[src/ata_qpc_consts.svh]
/*
 Named constants of the queued-command and power-mode controller.
 Included by the package file only; definitions only.
*/
`ifndef ATA_QPC_CONSTS_SVH
`define ATA_QPC_CONSTS_SVH

// Queue geometry and timer width.
`define QDEPTH 4
`define QIDX_W 2
`define TAG_W 5
`define TMR_W 40

// APB register byte addresses.
`define ADDR_CMD 8'h00
`define ADDR_STATUS 8'h04
`define ADDR_CTRL 8'h08
`define ADDR_RESULT 8'h0c
`define ADDR_INFO 8'h10

// Command word fields.
`define CMD_OP 7:0
`define CMD_CNT 15:8
`define CMD_FEAT 23:16
`define CMD_TAG 12:8

// Status word bit positions.
`define ST_ERR 0
`define ST_DRQ 3
`define ST_SERV 4
`define ST_RDY 6
`define ST_BSY 7
`define ST_PEND 8

// Control word bit positions.
`define CTL_NIEN 0
`define CTL_SEL 1

// Result and info word fields.
`define RES_VAL 7:0
`define RES_QV 11:8
`define RES_QR 15:12
`define INF_DEPTH 4:0
`define INF_PM 9:8
`define INF_IFACE 10
`define INF_MEDIA 11

// Command opcodes and the overlapped NOP subcommand.
`define OP_NOP 8'h00
`define NOP_SUB_OVL 8'h01
`define OP_RD_Q 8'hc7
`define OP_SVC 8'ha2
`define OP_WR_Q 8'hcc
`define OP_STBY_IMM 8'he0
`define OP_IDLE_IMM 8'he1
`define OP_STBY 8'he2
`define OP_IDLE 8'he3
`define OP_CHK_PWR 8'he5
`define OP_SLEEP 8'he6

// Power mode check answers and the timer-off count.
`define PWR_CODE_STBY 8'h00
`define PWR_CODE_IDLE 8'h80
`define PWR_CODE_ACT 8'hff
`define TMR_OFF_CNT 8'h00

// Reset values and the reported maximum queue depth.
`define RST_SEL 1'b1
`define MAX_DEPTH 5'h04

`endif

[src/unused_placeholder_removed.sv]
/*
 Holds no logic: the whole controller lives in its own module file.
 Assumes nothing of its surroundings.
*/

[src/ata_qpc_pkg.sv]
/*
 Types of the queued-command and power-mode controller.
 Assumes the constants header is on the include path.
*/
`include "ata_qpc_consts.svh"

package ata_qpc_pkg;

   typedef enum logic [1:0] {PM_ACTIVE, PM_IDLE, PM_STANDBY, PM_SLEEP}
      pwr_mode_t;

   typedef enum logic {EX_IDLE, EX_BUSY} exec_t;

   typedef struct packed {
      pwr_mode_t pm;
      exec_t ex;
      logic err;
      logic pend;
      logic nien;
      logic sel;
      logic [7:0] result;
      logic [`QDEPTH-1:0] qv;
      logic [`QDEPTH-1:0] qr;
      logic [`QDEPTH-1:0][`TAG_W-1:0] qtag;
      logic tmr_en;
      logic [7:0] tmr_cnt;
      logic [`TMR_W-1:0] tmr;
      logic [31:0] prdata;
   } state_t;

   parameter state_t STATE_RST = '{pm: PM_IDLE, ex: EX_IDLE,
      sel: `RST_SEL, default: '0};

endpackage : ata_qpc_pkg

[src/ata_queue_power_control.sv]
/*
 Device-side command control of a disk drive host interface: overlapped
 and queued commands with service requests and the interrupt line, and
 the power-mode machine with its standby timer, reached over APB.
 Assumes one 100 MHz clock, a host that keeps the overlap protocol, and
 a media back end that reports completion and readiness by pulses.
*/
// Implementation choices: register access over APB and the placing of the registers.
// Overview of operation
// - Bus release clears BSY; DRQ follows the drq_i input and is not cleared.
// - Only overlapped NOP, queued read, service, queued write overlap.
// - Queued transfer starts executing at once if ready, else releases the bus.
// - Non-overlapped command with a queue present is aborted, queue flushed.
// - Maximum queue depth is reported in the identification word.
// - Service restores the tag of the command being serviced.
// - Duplicate tag aborts the whole queue including the new command.
// - Any error while queued aborts the whole queue.
// - Ready while bus idle: set SERV, pending, interrupt if enabled.
// - SERV stays set while any command awaits service.
// - Status read or command write clears pending and interrupt.
// - Ready while busy sets only SERV; no more interrupts until clear.
// - New command runs its own protocol; SERV kept, no extra interrupt.
// - Power check reports active, idle or standby.
// - Idle commands enter idle; plain idle loads and starts the timer.
// - Standby commands enter standby; plain standby loads the timer.
// - Sleep deactivates the interface; device reset leaves to standby, hard reset to idle.
// - Timer expiry in active or idle enters standby.
// - Count zero on idle or standby disables the timer.
// - Idle, standby, sleep show BSY 0, RDY 1; media per mode.
// - Device reset moves sleep to standby, else keeps mode; hard reset enters idle.
`timescale 1ns/10ps

module ata_queue_power_control #(
   parameter logic [`TMR_W-1:0] TIMER_UNIT_CYCLES = 40'h00_1dcd_6500
) (
   // Clock and reset
   input wire logic ref_clk_i,
   input wire logic rst_n_i,
   // APB slave
   input wire logic psel_i,
   input wire logic penable_i,
   input wire logic pwrite_i,
   input wire logic [7:0] paddr_i,
   input wire logic [31:0] pwdata_i,
   output logic [31:0] prdata_o,
   output logic pready_o,
   output logic pslverr_o,
   // Host link events
   input wire logic dev_reset_i,
   input wire logic drq_i,
   // Media back end
   input wire logic qcmd_ready_i,
   input wire logic media_done_i,
   input wire logic media_err_i,
   input wire logic svc_ready_i,
   input wire logic [`TAG_W-1:0] svc_tag_i,
   // Status to the host side
   output logic intrq_o,
   output logic bsy_o,
   output logic serv_o,
   output logic [1:0] power_mode_o,
   output logic iface_active_o,
   output logic media_active_o
);

   ata_qpc_pkg::state_t s;
   ata_qpc_pkg::state_t n;
   logic [1:0] rst_sync_q;
   logic rst_n;
   logic [`QDEPTH-1:0] dup;
   logic [`QDEPTH-1:0] hit;
   logic [`TAG_W-1:0] new_tag;

   function automatic logic [`TMR_W-1:0] period_f(input logic [7:0] c);
      period_f = `TMR_W'(c) * TIMER_UNIT_CYCLES;
   endfunction : period_f

   always_ff @(posedge ref_clk_i or negedge rst_n_i)
   begin
      if (!rst_n_i)
      begin
         rst_sync_q <= 2'h0;
      end
      else
      begin
         rst_sync_q <= {rst_sync_q[0], 1'b1};
      end
   end

   assign rst_n = rst_sync_q[1];
   assign new_tag = pwdata_i[`CMD_TAG];

   for (genvar i = 0; i < `QDEPTH; i++)
   begin : g_ent
      assign dup[i] = s.qv[i] & (s.qtag[i] == new_tag);
      assign hit[i] = s.qv[i] & (s.qtag[i] == svc_tag_i);
   end

   always_comb
   begin
      logic busy;
      logic iface;
      logic done;
      logic wr;
      logic rd;
      logic queued;
      logic ovl;
      logic flush;
      logic [7:0] op;
      logic [7:0] cnt;
      logic [`QIDX_W-1:0] rix;
      logic [`QIDX_W-1:0] fix;
      logic full;
      busy = (s.ex == ata_qpc_pkg::EX_BUSY) | drq_i;
      iface = s.pm != ata_qpc_pkg::PM_SLEEP;
      done = psel_i & penable_i;
      wr = done & pwrite_i;
      rd = done & ~pwrite_i;
      op = pwdata_i[`CMD_OP];
      cnt = pwdata_i[`CMD_CNT];
      queued = (op == `OP_RD_Q) | (op == `OP_WR_Q);
      ovl = queued | (op == `OP_SVC) |
         ((op == `OP_NOP) & (pwdata_i[`CMD_FEAT] == `NOP_SUB_OVL));
      flush = 1'b0;
      full = &s.qv;
      rix = '0;
      fix = '0;
      for (int k = `QDEPTH - 1; k >= 0; k--)
      begin
         if (s.qr[k])
         begin
            rix = `QIDX_W'(k);
         end
         if (!s.qv[k])
         begin
            fix = `QIDX_W'(k);
         end
      end
      n = s;

      // Clears by the host come first so that a same-cycle event wins.
      if ((rd && paddr_i == `ADDR_STATUS) ||
         (wr && paddr_i == `ADDR_CMD && iface))
      begin
         n.pend = 1'b0;
      end
      if (wr && paddr_i == `ADDR_CTRL)
      begin
         n.nien = pwdata_i[`CTL_NIEN];
         n.sel = pwdata_i[`CTL_SEL];
      end

      // Standby timer runs only while nothing is executing.
      if (s.tmr_en && !busy && (s.pm == ata_qpc_pkg::PM_ACTIVE ||
         s.pm == ata_qpc_pkg::PM_IDLE))
      begin
         if (s.tmr <= `TMR_W'(1))
         begin
            n.pm = ata_qpc_pkg::PM_STANDBY;
            n.tmr = '0;
         end
         else
         begin
            n.tmr = s.tmr - `TMR_W'(1);
         end
      end

      if (media_done_i && s.ex == ata_qpc_pkg::EX_BUSY)
      begin
         n.ex = ata_qpc_pkg::EX_IDLE;
         n.pend = 1'b1;
         if (media_err_i)
         begin
            n.err = 1'b1;
            flush = 1'b1;
         end
      end

      if (svc_ready_i && (hit != '0))
      begin
         n.qr = s.qr | hit;
         if (s.qr == '0 && !busy)
         begin
            n.pend = 1'b1;
         end
      end

      if (wr && paddr_i == `ADDR_CMD && iface)
      begin
         n.err = 1'b0;
         if (s.tmr_en)
         begin
            n.tmr = period_f(s.tmr_cnt);
         end
         if (!ovl && s.qv != '0)
         begin
            n.err = 1'b1;
            n.pend = 1'b1;
            flush = 1'b1;
         end
         else if (queued)
         begin
            if (dup != '0 || (full && !qcmd_ready_i))
            begin
               n.err = 1'b1;
               n.pend = 1'b1;
               flush = 1'b1;
            end
            else if (qcmd_ready_i)
            begin
               n.ex = ata_qpc_pkg::EX_BUSY;
               n.pm = ata_qpc_pkg::PM_ACTIVE;
            end
            else
            begin
               n.qv[fix] = 1'b1;
               n.qtag[fix] = new_tag;
               n.ex = ata_qpc_pkg::EX_IDLE;
            end
         end
         else if (op == `OP_SVC)
         begin
            if (s.qr != '0)
            begin
               n.result = 8'(s.qtag[rix]);
               n.qv[rix] = 1'b0;
               n.qr[rix] = 1'b0;
               n.ex = ata_qpc_pkg::EX_BUSY;
               n.pm = ata_qpc_pkg::PM_ACTIVE;
            end
            else
            begin
               n.err = 1'b1;
               n.pend = 1'b1;
               flush = 1'b1;
            end
         end
         else if (ovl)
         begin
            n.pend = 1'b1;
         end
         else
         begin
            n.pend = 1'b1;
            case (op)
               `OP_IDLE, `OP_STBY:
               begin
                  n.pm = (op == `OP_IDLE) ? ata_qpc_pkg::PM_IDLE :
                     ata_qpc_pkg::PM_STANDBY;
                  n.tmr_cnt = cnt;
                  n.tmr_en = cnt != `TMR_OFF_CNT;
                  n.tmr = period_f(cnt);
               end
               `OP_IDLE_IMM:
               begin
                  n.pm = ata_qpc_pkg::PM_IDLE;
               end
               `OP_STBY_IMM:
               begin
                  n.pm = ata_qpc_pkg::PM_STANDBY;
               end
               `OP_SLEEP:
               begin
                  n.pm = ata_qpc_pkg::PM_SLEEP;
               end
               `OP_CHK_PWR:
               begin
                  case (s.pm)
                     ata_qpc_pkg::PM_ACTIVE: n.result = `PWR_CODE_ACT;
                     ata_qpc_pkg::PM_IDLE: n.result = `PWR_CODE_IDLE;
                     default: n.result = `PWR_CODE_STBY;
                  endcase
               end
               default:
               begin
                  n.pend = 1'b0;
                  n.ex = ata_qpc_pkg::EX_BUSY;
                  n.pm = ata_qpc_pkg::PM_ACTIVE;
               end
            endcase
         end
      end

      if (flush)
      begin
         n.qv = '0;
         n.qr = '0;
      end

      if (dev_reset_i)
      begin
         n.ex = ata_qpc_pkg::EX_IDLE;
         n.pend = 1'b0;
         n.err = 1'b0;
         n.qv = '0;
         n.qr = '0;
         if (s.pm == ata_qpc_pkg::PM_SLEEP)
         begin
            n.pm = ata_qpc_pkg::PM_STANDBY;
         end
      end

      // Read data is captured in the setup cycle for the access cycle.
      n.prdata = '0;
      case (paddr_i)
         `ADDR_STATUS:
         begin
            n.prdata[`ST_ERR] = s.err;
            n.prdata[`ST_DRQ] = drq_i;
            n.prdata[`ST_SERV] = s.qr != '0;
            n.prdata[`ST_RDY] = 1'b1;
            n.prdata[`ST_BSY] = s.ex == ata_qpc_pkg::EX_BUSY;
            n.prdata[`ST_PEND] = s.pend;
         end
         `ADDR_CTRL:
         begin
            n.prdata[`CTL_NIEN] = s.nien;
            n.prdata[`CTL_SEL] = s.sel;
         end
         `ADDR_RESULT:
         begin
            n.prdata[`RES_VAL] = s.result;
            n.prdata[`RES_QV] = s.qv;
            n.prdata[`RES_QR] = s.qr;
         end
         `ADDR_INFO:
         begin
            n.prdata[`INF_DEPTH] = `MAX_DEPTH;
            n.prdata[`INF_PM] = s.pm;
            n.prdata[`INF_IFACE] = iface;
            n.prdata[`INF_MEDIA] = s.pm == ata_qpc_pkg::PM_ACTIVE ||
               s.pm == ata_qpc_pkg::PM_IDLE;
         end
         default:
         begin
            n.prdata = '0;
         end
      endcase
      if (!(psel_i && !penable_i))
      begin
         n.prdata = s.prdata;
      end
   end

   always_ff @(posedge ref_clk_i or negedge rst_n)
   begin
      if (!rst_n)
      begin
         s <= ata_qpc_pkg::STATE_RST;
      end
      else
      begin
         s <= n;
      end
   end

   assign prdata_o = s.prdata;
   assign pready_o = 1'b1;
   assign pslverr_o = psel_i & penable_i & ~(paddr_i == `ADDR_CMD ||
      paddr_i == `ADDR_STATUS || paddr_i == `ADDR_CTRL ||
      paddr_i == `ADDR_RESULT || paddr_i == `ADDR_INFO);
   assign intrq_o = s.pend & s.sel & ~s.nien;
   assign bsy_o = s.ex == ata_qpc_pkg::EX_BUSY;
   assign serv_o = s.qr != '0;
   assign power_mode_o = s.pm;
   assign iface_active_o = s.pm != ata_qpc_pkg::PM_SLEEP;
   assign media_active_o = s.pm == ata_qpc_pkg::PM_ACTIVE ||
      s.pm == ata_qpc_pkg::PM_IDLE;

endmodule : ata_queue_power_control

[config.mk]
export PLATFORM = sky130hd
export DESIGN_NAME = ata_queue_power_control
export DESIGN_NICKNAME = d
export VERILOG_FILES = /design/src/unused_placeholder_removed.sv /design/src/ata_qpc_pkg.sv /design/src/ata_queue_power_control.sv
export VERILOG_INCLUDE_DIRS = /design/src /design/src/src
export SDC_FILE = /design/constraint.sdc
export NUM_CORES = 1
export LEC_CHECK = 0
export ABC_CLOCK_PERIOD_IN_PS = 4400
export BUFFER_PORTS_ARGS = -buffer_cell sky130_fd_sc_hd__buf_2
export CELL_PAD_IN_SITES_DETAIL_PLACEMENT = 1
export CELL_PAD_IN_SITES_GLOBAL_PLACEMENT = 2
export CORE_ASPECT_RATIO = 0.9
export CORE_MARGIN = 4
export CORE_UTILIZATION = 40
export CTS_BUF_LIST = sky130_fd_sc_hd__clkbuf_8
export CTS_CLUSTER_DIAMETER = 150
export DETAILED_ROUTE_END_ITERATION = 12
export PLACE_DENSITY = 0.92
export SKIP_LAST_GASP = 1
export SLEW_MARGIN = 20
export SYNTH_ARGS = -nofsm -noshare
export SYNTH_HDL_FRONTEND = slang
export SYNTH_SLANG_ARGS = --single-unit
[constraint.sdc]
create_clock -name ref_clk_i -period 4.4 [get_ports ref_clk_i]
set_input_delay 0.88 -clock ref_clk_i [delete_from_list [all_inputs] [get_ports ref_clk_i]]
set_output_delay 0.88 -clock ref_clk_i [all_outputs]
set_load 0.05 [all_outputs]
# Yosys cells after proc, flatten, opt, wreduce, memory -nomap -nowiden

Index checks and enable logic that the tools add are counted.
W data, S select, Z words.

Register bits: 110
Bits of input ports: 56
Output and inout port bits: 41
Word-level logic and storage cells: 224

Add/subtract/negate cells: 1
Multipliers: 2
Order comparisons: 5
Equal/unequal tests: 30
Mux-type cells: 87
Bitwise logic cells: 33
Reductions and logical operators: 48

Operator list:

| operator                | count |
|---|---|
| $mux W49                | 4 |
| $mux W77                | 2 |
| $mux W40                | 3 |
| $eq A8 B8 Y1 const B    | 9 |
| $mux W20                | 3 |
| $mul A8 B21 Y29 const B | 2 |
| $mux W8                 | 6 |
| $eq A5 B5 Y1            | 8 |
| $le A40 B1 Y1 const B   | 1 |
| $sub A40 B1 Y40 const B | 1 |
| $mux W2                 | 16 |
| $mux W5                 | 5 |
| $mux W4                 | 6 |
| $reduce_bool A4 Y1      | 6 |
| $mux W1                 | 21 |
| $bwmux W20              | 1 |
| $mux W3                 | 6 |
| $reduce_and A6 Y1       | 3 |
| $eq A8 B4 Y1 const B    | 2 |
| $logic_not A8 Y1        | 2 |
| $mux W16                | 1 |
| $pmux W8 S2             | 1 |
| $and A1 B1 Y1           | 15 |
| $logic_and A1 B1 Y1     | 14 |
| 36 further kinds        | 68 |

# Longest topological paths before layout

Word-level depth: 17
Mapped depth: 19
Mapped depth without buffers: 18

# Worst setup path after synthesis

Ideal clock, no wire load.

Path type: in2reg
Start: in pwdata_i[10]
End: reg s[64] (netlist bit)
Library setup time: 126 ps
Arrival time: 4876 ps
Required time: 4274 ps
Slack: -602 ps
Stages on the path: 19
Path buffers: 1
Path through: buf_2 inv_1 ha_1 inv_1 fa_1 inv_1 fa_1 inv_1 fa_1 inv_1 ha_1 nand3_1 nor2_1 a2111o_1 nor3b_1 o21ai_0 a21oi_1 xnor2_1 a221o_1

RTL lines:

| element              | line                           | RTL |
|---|---|---|
| start, declared      | ata_queue_power_control.sv:44  | `input wire logic [31:0] pwdata_i,` |
| end signal, assigned | ata_queue_power_control.sv:349 | `s <= ata_qpc_pkg::STATE_RST;` |
| end signal, assigned | ata_queue_power_control.sv:353 | `s <= n;` |
| end, declared        | ata_queue_power_control.sv:66  | `ata_qpc_pkg::state_t s;` |

==> out/qor.yml <==
drt:
  wl_per_cell_um: 20.8
  drt_pass1_iterations: 5
  via_per_inst: 5.55
  via_count: 11400
  drt_wl_total_um: 42800
  ant_nets: 0
  detail_route.iter0.violations: 718
  drc_errors: 0
global_routing:
  grt_max_degree: 76
  antenna_found_initial: 0
  grt_usage_pct: 24.2
  grt_pass1_vias: 12300
  grt_pass1_wl_um: 67000
  grt.overflow.total: 0
critical_path:
  reg2reg_slack_ns: -0.10
  reg2reg_from: "s[78]"
  path_cells: "buf_2 > ha_1 > fa_1 > fa_1 > ha_1 > ha_1 > a21oi_1 > o211ai_1 > a2111o_1 > nor3b_2 > o21ai_1 > a21oi_1 > xnor2_1 > a221o_1"
  crit_path_end: "s[64]"
  path_class: "input port to flip-flop"
  critPathLaunch: "pwdata_i[11]"
  worst_ep_arrival_time_ns: 4.86
  slowest_stage: "fa_1"
  cp_max_fo: 4
  worst_path_most_repeated_cell: "ha_1"
  cp.required_ns: 4.72
  r2r_cells: 18
  critPathMaxStageDelay_ns: 0.52
  cp-start-kind: "input port"
  crit_path_end_kind: "flip-flop"
  r2r_end: "s[63]"
run_status:
  violations: "setup timing"
  status: "finished, violations left"
clock_tree:
  clockRootBuffer: "clkbuf_8"
  cts-htree-levels: 3
  clock-sinks: 109
  clk_latency_ns: 0.43
  clkTransAtPathRegs_ns: 0.13
  clock_path_buffers: 2
  cts_tree: "yes"
  cts_made_buffers: 9
synth:
  synthXorXnorAreaFrac_pct: 7.70
  synth.cell_area_mm2: 0.0126
  synthAdderAreaFrac_pct: 28.7
  synth_compound_area_share_pct: 14.7
  synth_cell_types: 76
  ys_seq_area_share_pct: 21.6
  synthSimpleGateAreaFrac_pct: 15.8
  async_flop_share_pct: 100
  ys_ff_latch: 109
  synth_top_family_by_area: "adder cells"
  muxShareOfSynthArea_pct: 3.14
  syn_area_per_cell_um2: 9.00
  syn_inst: 1403
  ys.flop_type: "dfrtp_1"
  yosys_warnings: 0
  synth_edf_count: 0
run:
  cap_viol_max_count: 0
finish:
  antennaDiodeCount: 0
  nNetsFinal: 1927
  syn_to_final_growth_pct: 24.3
  fin_util_pct: 50.6
  final_common_cell: "buf_4"
  final_cell_mix: "205 x buf_4, 148 x inv_1, 121 x ha_1"
  finish.instance_area_mm2: 0.0157
  drive_gt1_share_pct: 27.8
  layoutNonFillerInstCount: 2051
timing:
  hold_viol: 0
  fmax_mhz: 220
  maxSlewViolCount: 0
  fin_crit_ns: 4.54
  setup_violations: 9
  setup_tns_ns: -0.716
  rsz0062_at_grt: "true"
  skew_ns: 0.0244
  worst-slew-pin-transition_ns: 1.00
  fin_crit_sh_pct: 103
  relSlewSlack_pct: 33.2
  layout_setup_ws_ns: -0.143
place:
  dp_hpwl_um: 33900
  dp.cells: 2018
  dpl_cell_area_mm2: 0.0147
  dp_slack_ns: -0.777
  place_congestion: 0.896
  portBuffers: 71
die:
  fp.dieW_um: 195
  coreArea_mm2: 0.0310
  start_util_pct: 40.7
  fp-row-count: 61
  die_y_um: 177
  ios: 97
  die-area_mm2: 0.0345
power:
  power_density_mw_per_mm2: 339
  p_leak_nw: 7.77
  ir_drop_mv: 0.317
worst_hold_path:
  min_path_type: "input port to async pin"
-- worst min path at each step --
stage	endpoint	slack [ns]	startpoint	cells after the start
2_1_floorplan	rst_sync_q[1]	0.33	rst_sync_q[0]	0
3_3_place_gp	rst_sync_q[1]	0.34	rst_sync_q[0]	0
3_5_place_dp	rst_sync_q[1]	0.35	rst_sync_q[0]	0
4_1_cts	rst_sync_q[0]	0.19	rst_n_i	1
5_1_grt	rst_sync_q[0]	0.19	rst_n_i	1
6_report	rst_sync_q[0]	0.21	rst_n_i	1
-- critical path, delay by kind of cell --
family,cells,cell delay [ns]
adders and majority gates,5,2.08
AOI/OAI and AO/OA,6,1.43
and+or+nand+nor,1,0.23
xor gates and xnor gates,1,0.10
buffers and inverters,1,0.14
-- synth_stat cells, types with 8 or more instances --
cell type / number / share of area (%)
inv_1: 161 / 4.8
ha_1: 142 / 14
dfrtp_1: 107 / 21
nor2_1: 98 / 2.9
fa_1: 92 / 15
nand2_1: 85 / 2.5
o21ai_0: 78 / 3.1
a21oi_1: 73 / 2.9
xor2_1: 63 / 4.4
xnor2_1: 48 / 3.3
buf_4: 37 / 2.2
clkbuf_1: 32 / 0.95
nor3_1: 31 / 1.2
mux2_2: 29 / 2.6
nand3_1: 25 / 0.99
nor4_1: 19 / 0.94
a21o_1: 15 / 0.89
a22oi_1: 15 / 0.89
and3_1: 14 / 0.69
nor2b_1: 14 / 0.69
o211ai_1: 14 / 0.83
or2_2: 13 / 0.64
a211oi_1: 12 / 0.71
nand2b_1: 11 / 0.55
nand4_1: 11 / 0.55
or3_1: 10 / 0.50
o22ai_1: 9 / 0.45
o31ai_1: 9 / 0.54
buf_2: 8 / 0.32
-- metrics by stage --
step | power [mW] | hold WS [ns]
after floorplan | 3.00 | 0.331
after global placement | 4.09 | 0.339
after detailed placement | 4.26 | 0.346
after CTS | 5.13 | 0.192
after global routing | 5.68 | 0.191
final | 5.32 | 0.211
-- routing by layer --
metal	vias up	GRT usage (%)	share of wire (%)
met5	-	0	0
met4	0	6.81	2.7
met3	71	2.42	3.2
met2	269	42.9	51
met1	5770	31.8	43
li1	5263	-	-
-- layout make-up --
type                    count  area, um^2
well taps                 409         512
multi-input cells        1070        9550
inverters                 161         611
flip-flops and latches    109        2740
clock buffers               9         124
repair buffers            286        2050
clock inverters             7        96.3
fillers                  3639       15300
-- cells by family (layout without fill, tap and decap cells) --
logic type                 count (synthesis)  count (layout)
and+or+nand+nor                          380             380
AOI/OAI and AO/OA                        291             291
buffers and inverters                    240             463
adders and majority gates                234             234
xor gates and xnor gates                 111             111
DFF                                      109             109
muxes                                     36              36
other                                      2              18
-- power breakdown --
| part | leakage (nW) | switching (mW) | internal (mW) | total (mW) |
|---|---|---|---|---|
| Sequential | 1.44 | 0.114 | 1.09 | 1.21 |
| Combinational | 6.22 | 1.81 | 1.60 | 3.41 |
| Clock | 0.110 | 0.463 | 0.244 | 0.707 |
-- timing repair --
item / in CTS / in global routing
setup buffers: 13 / 3
pin swaps: 50 / 36
hold buffers: 0 / 0
resized for setup: 77 / 39
setup endpoints to repair: 16 / 16
Note: power is estimated with default switching activity, not from simulation.
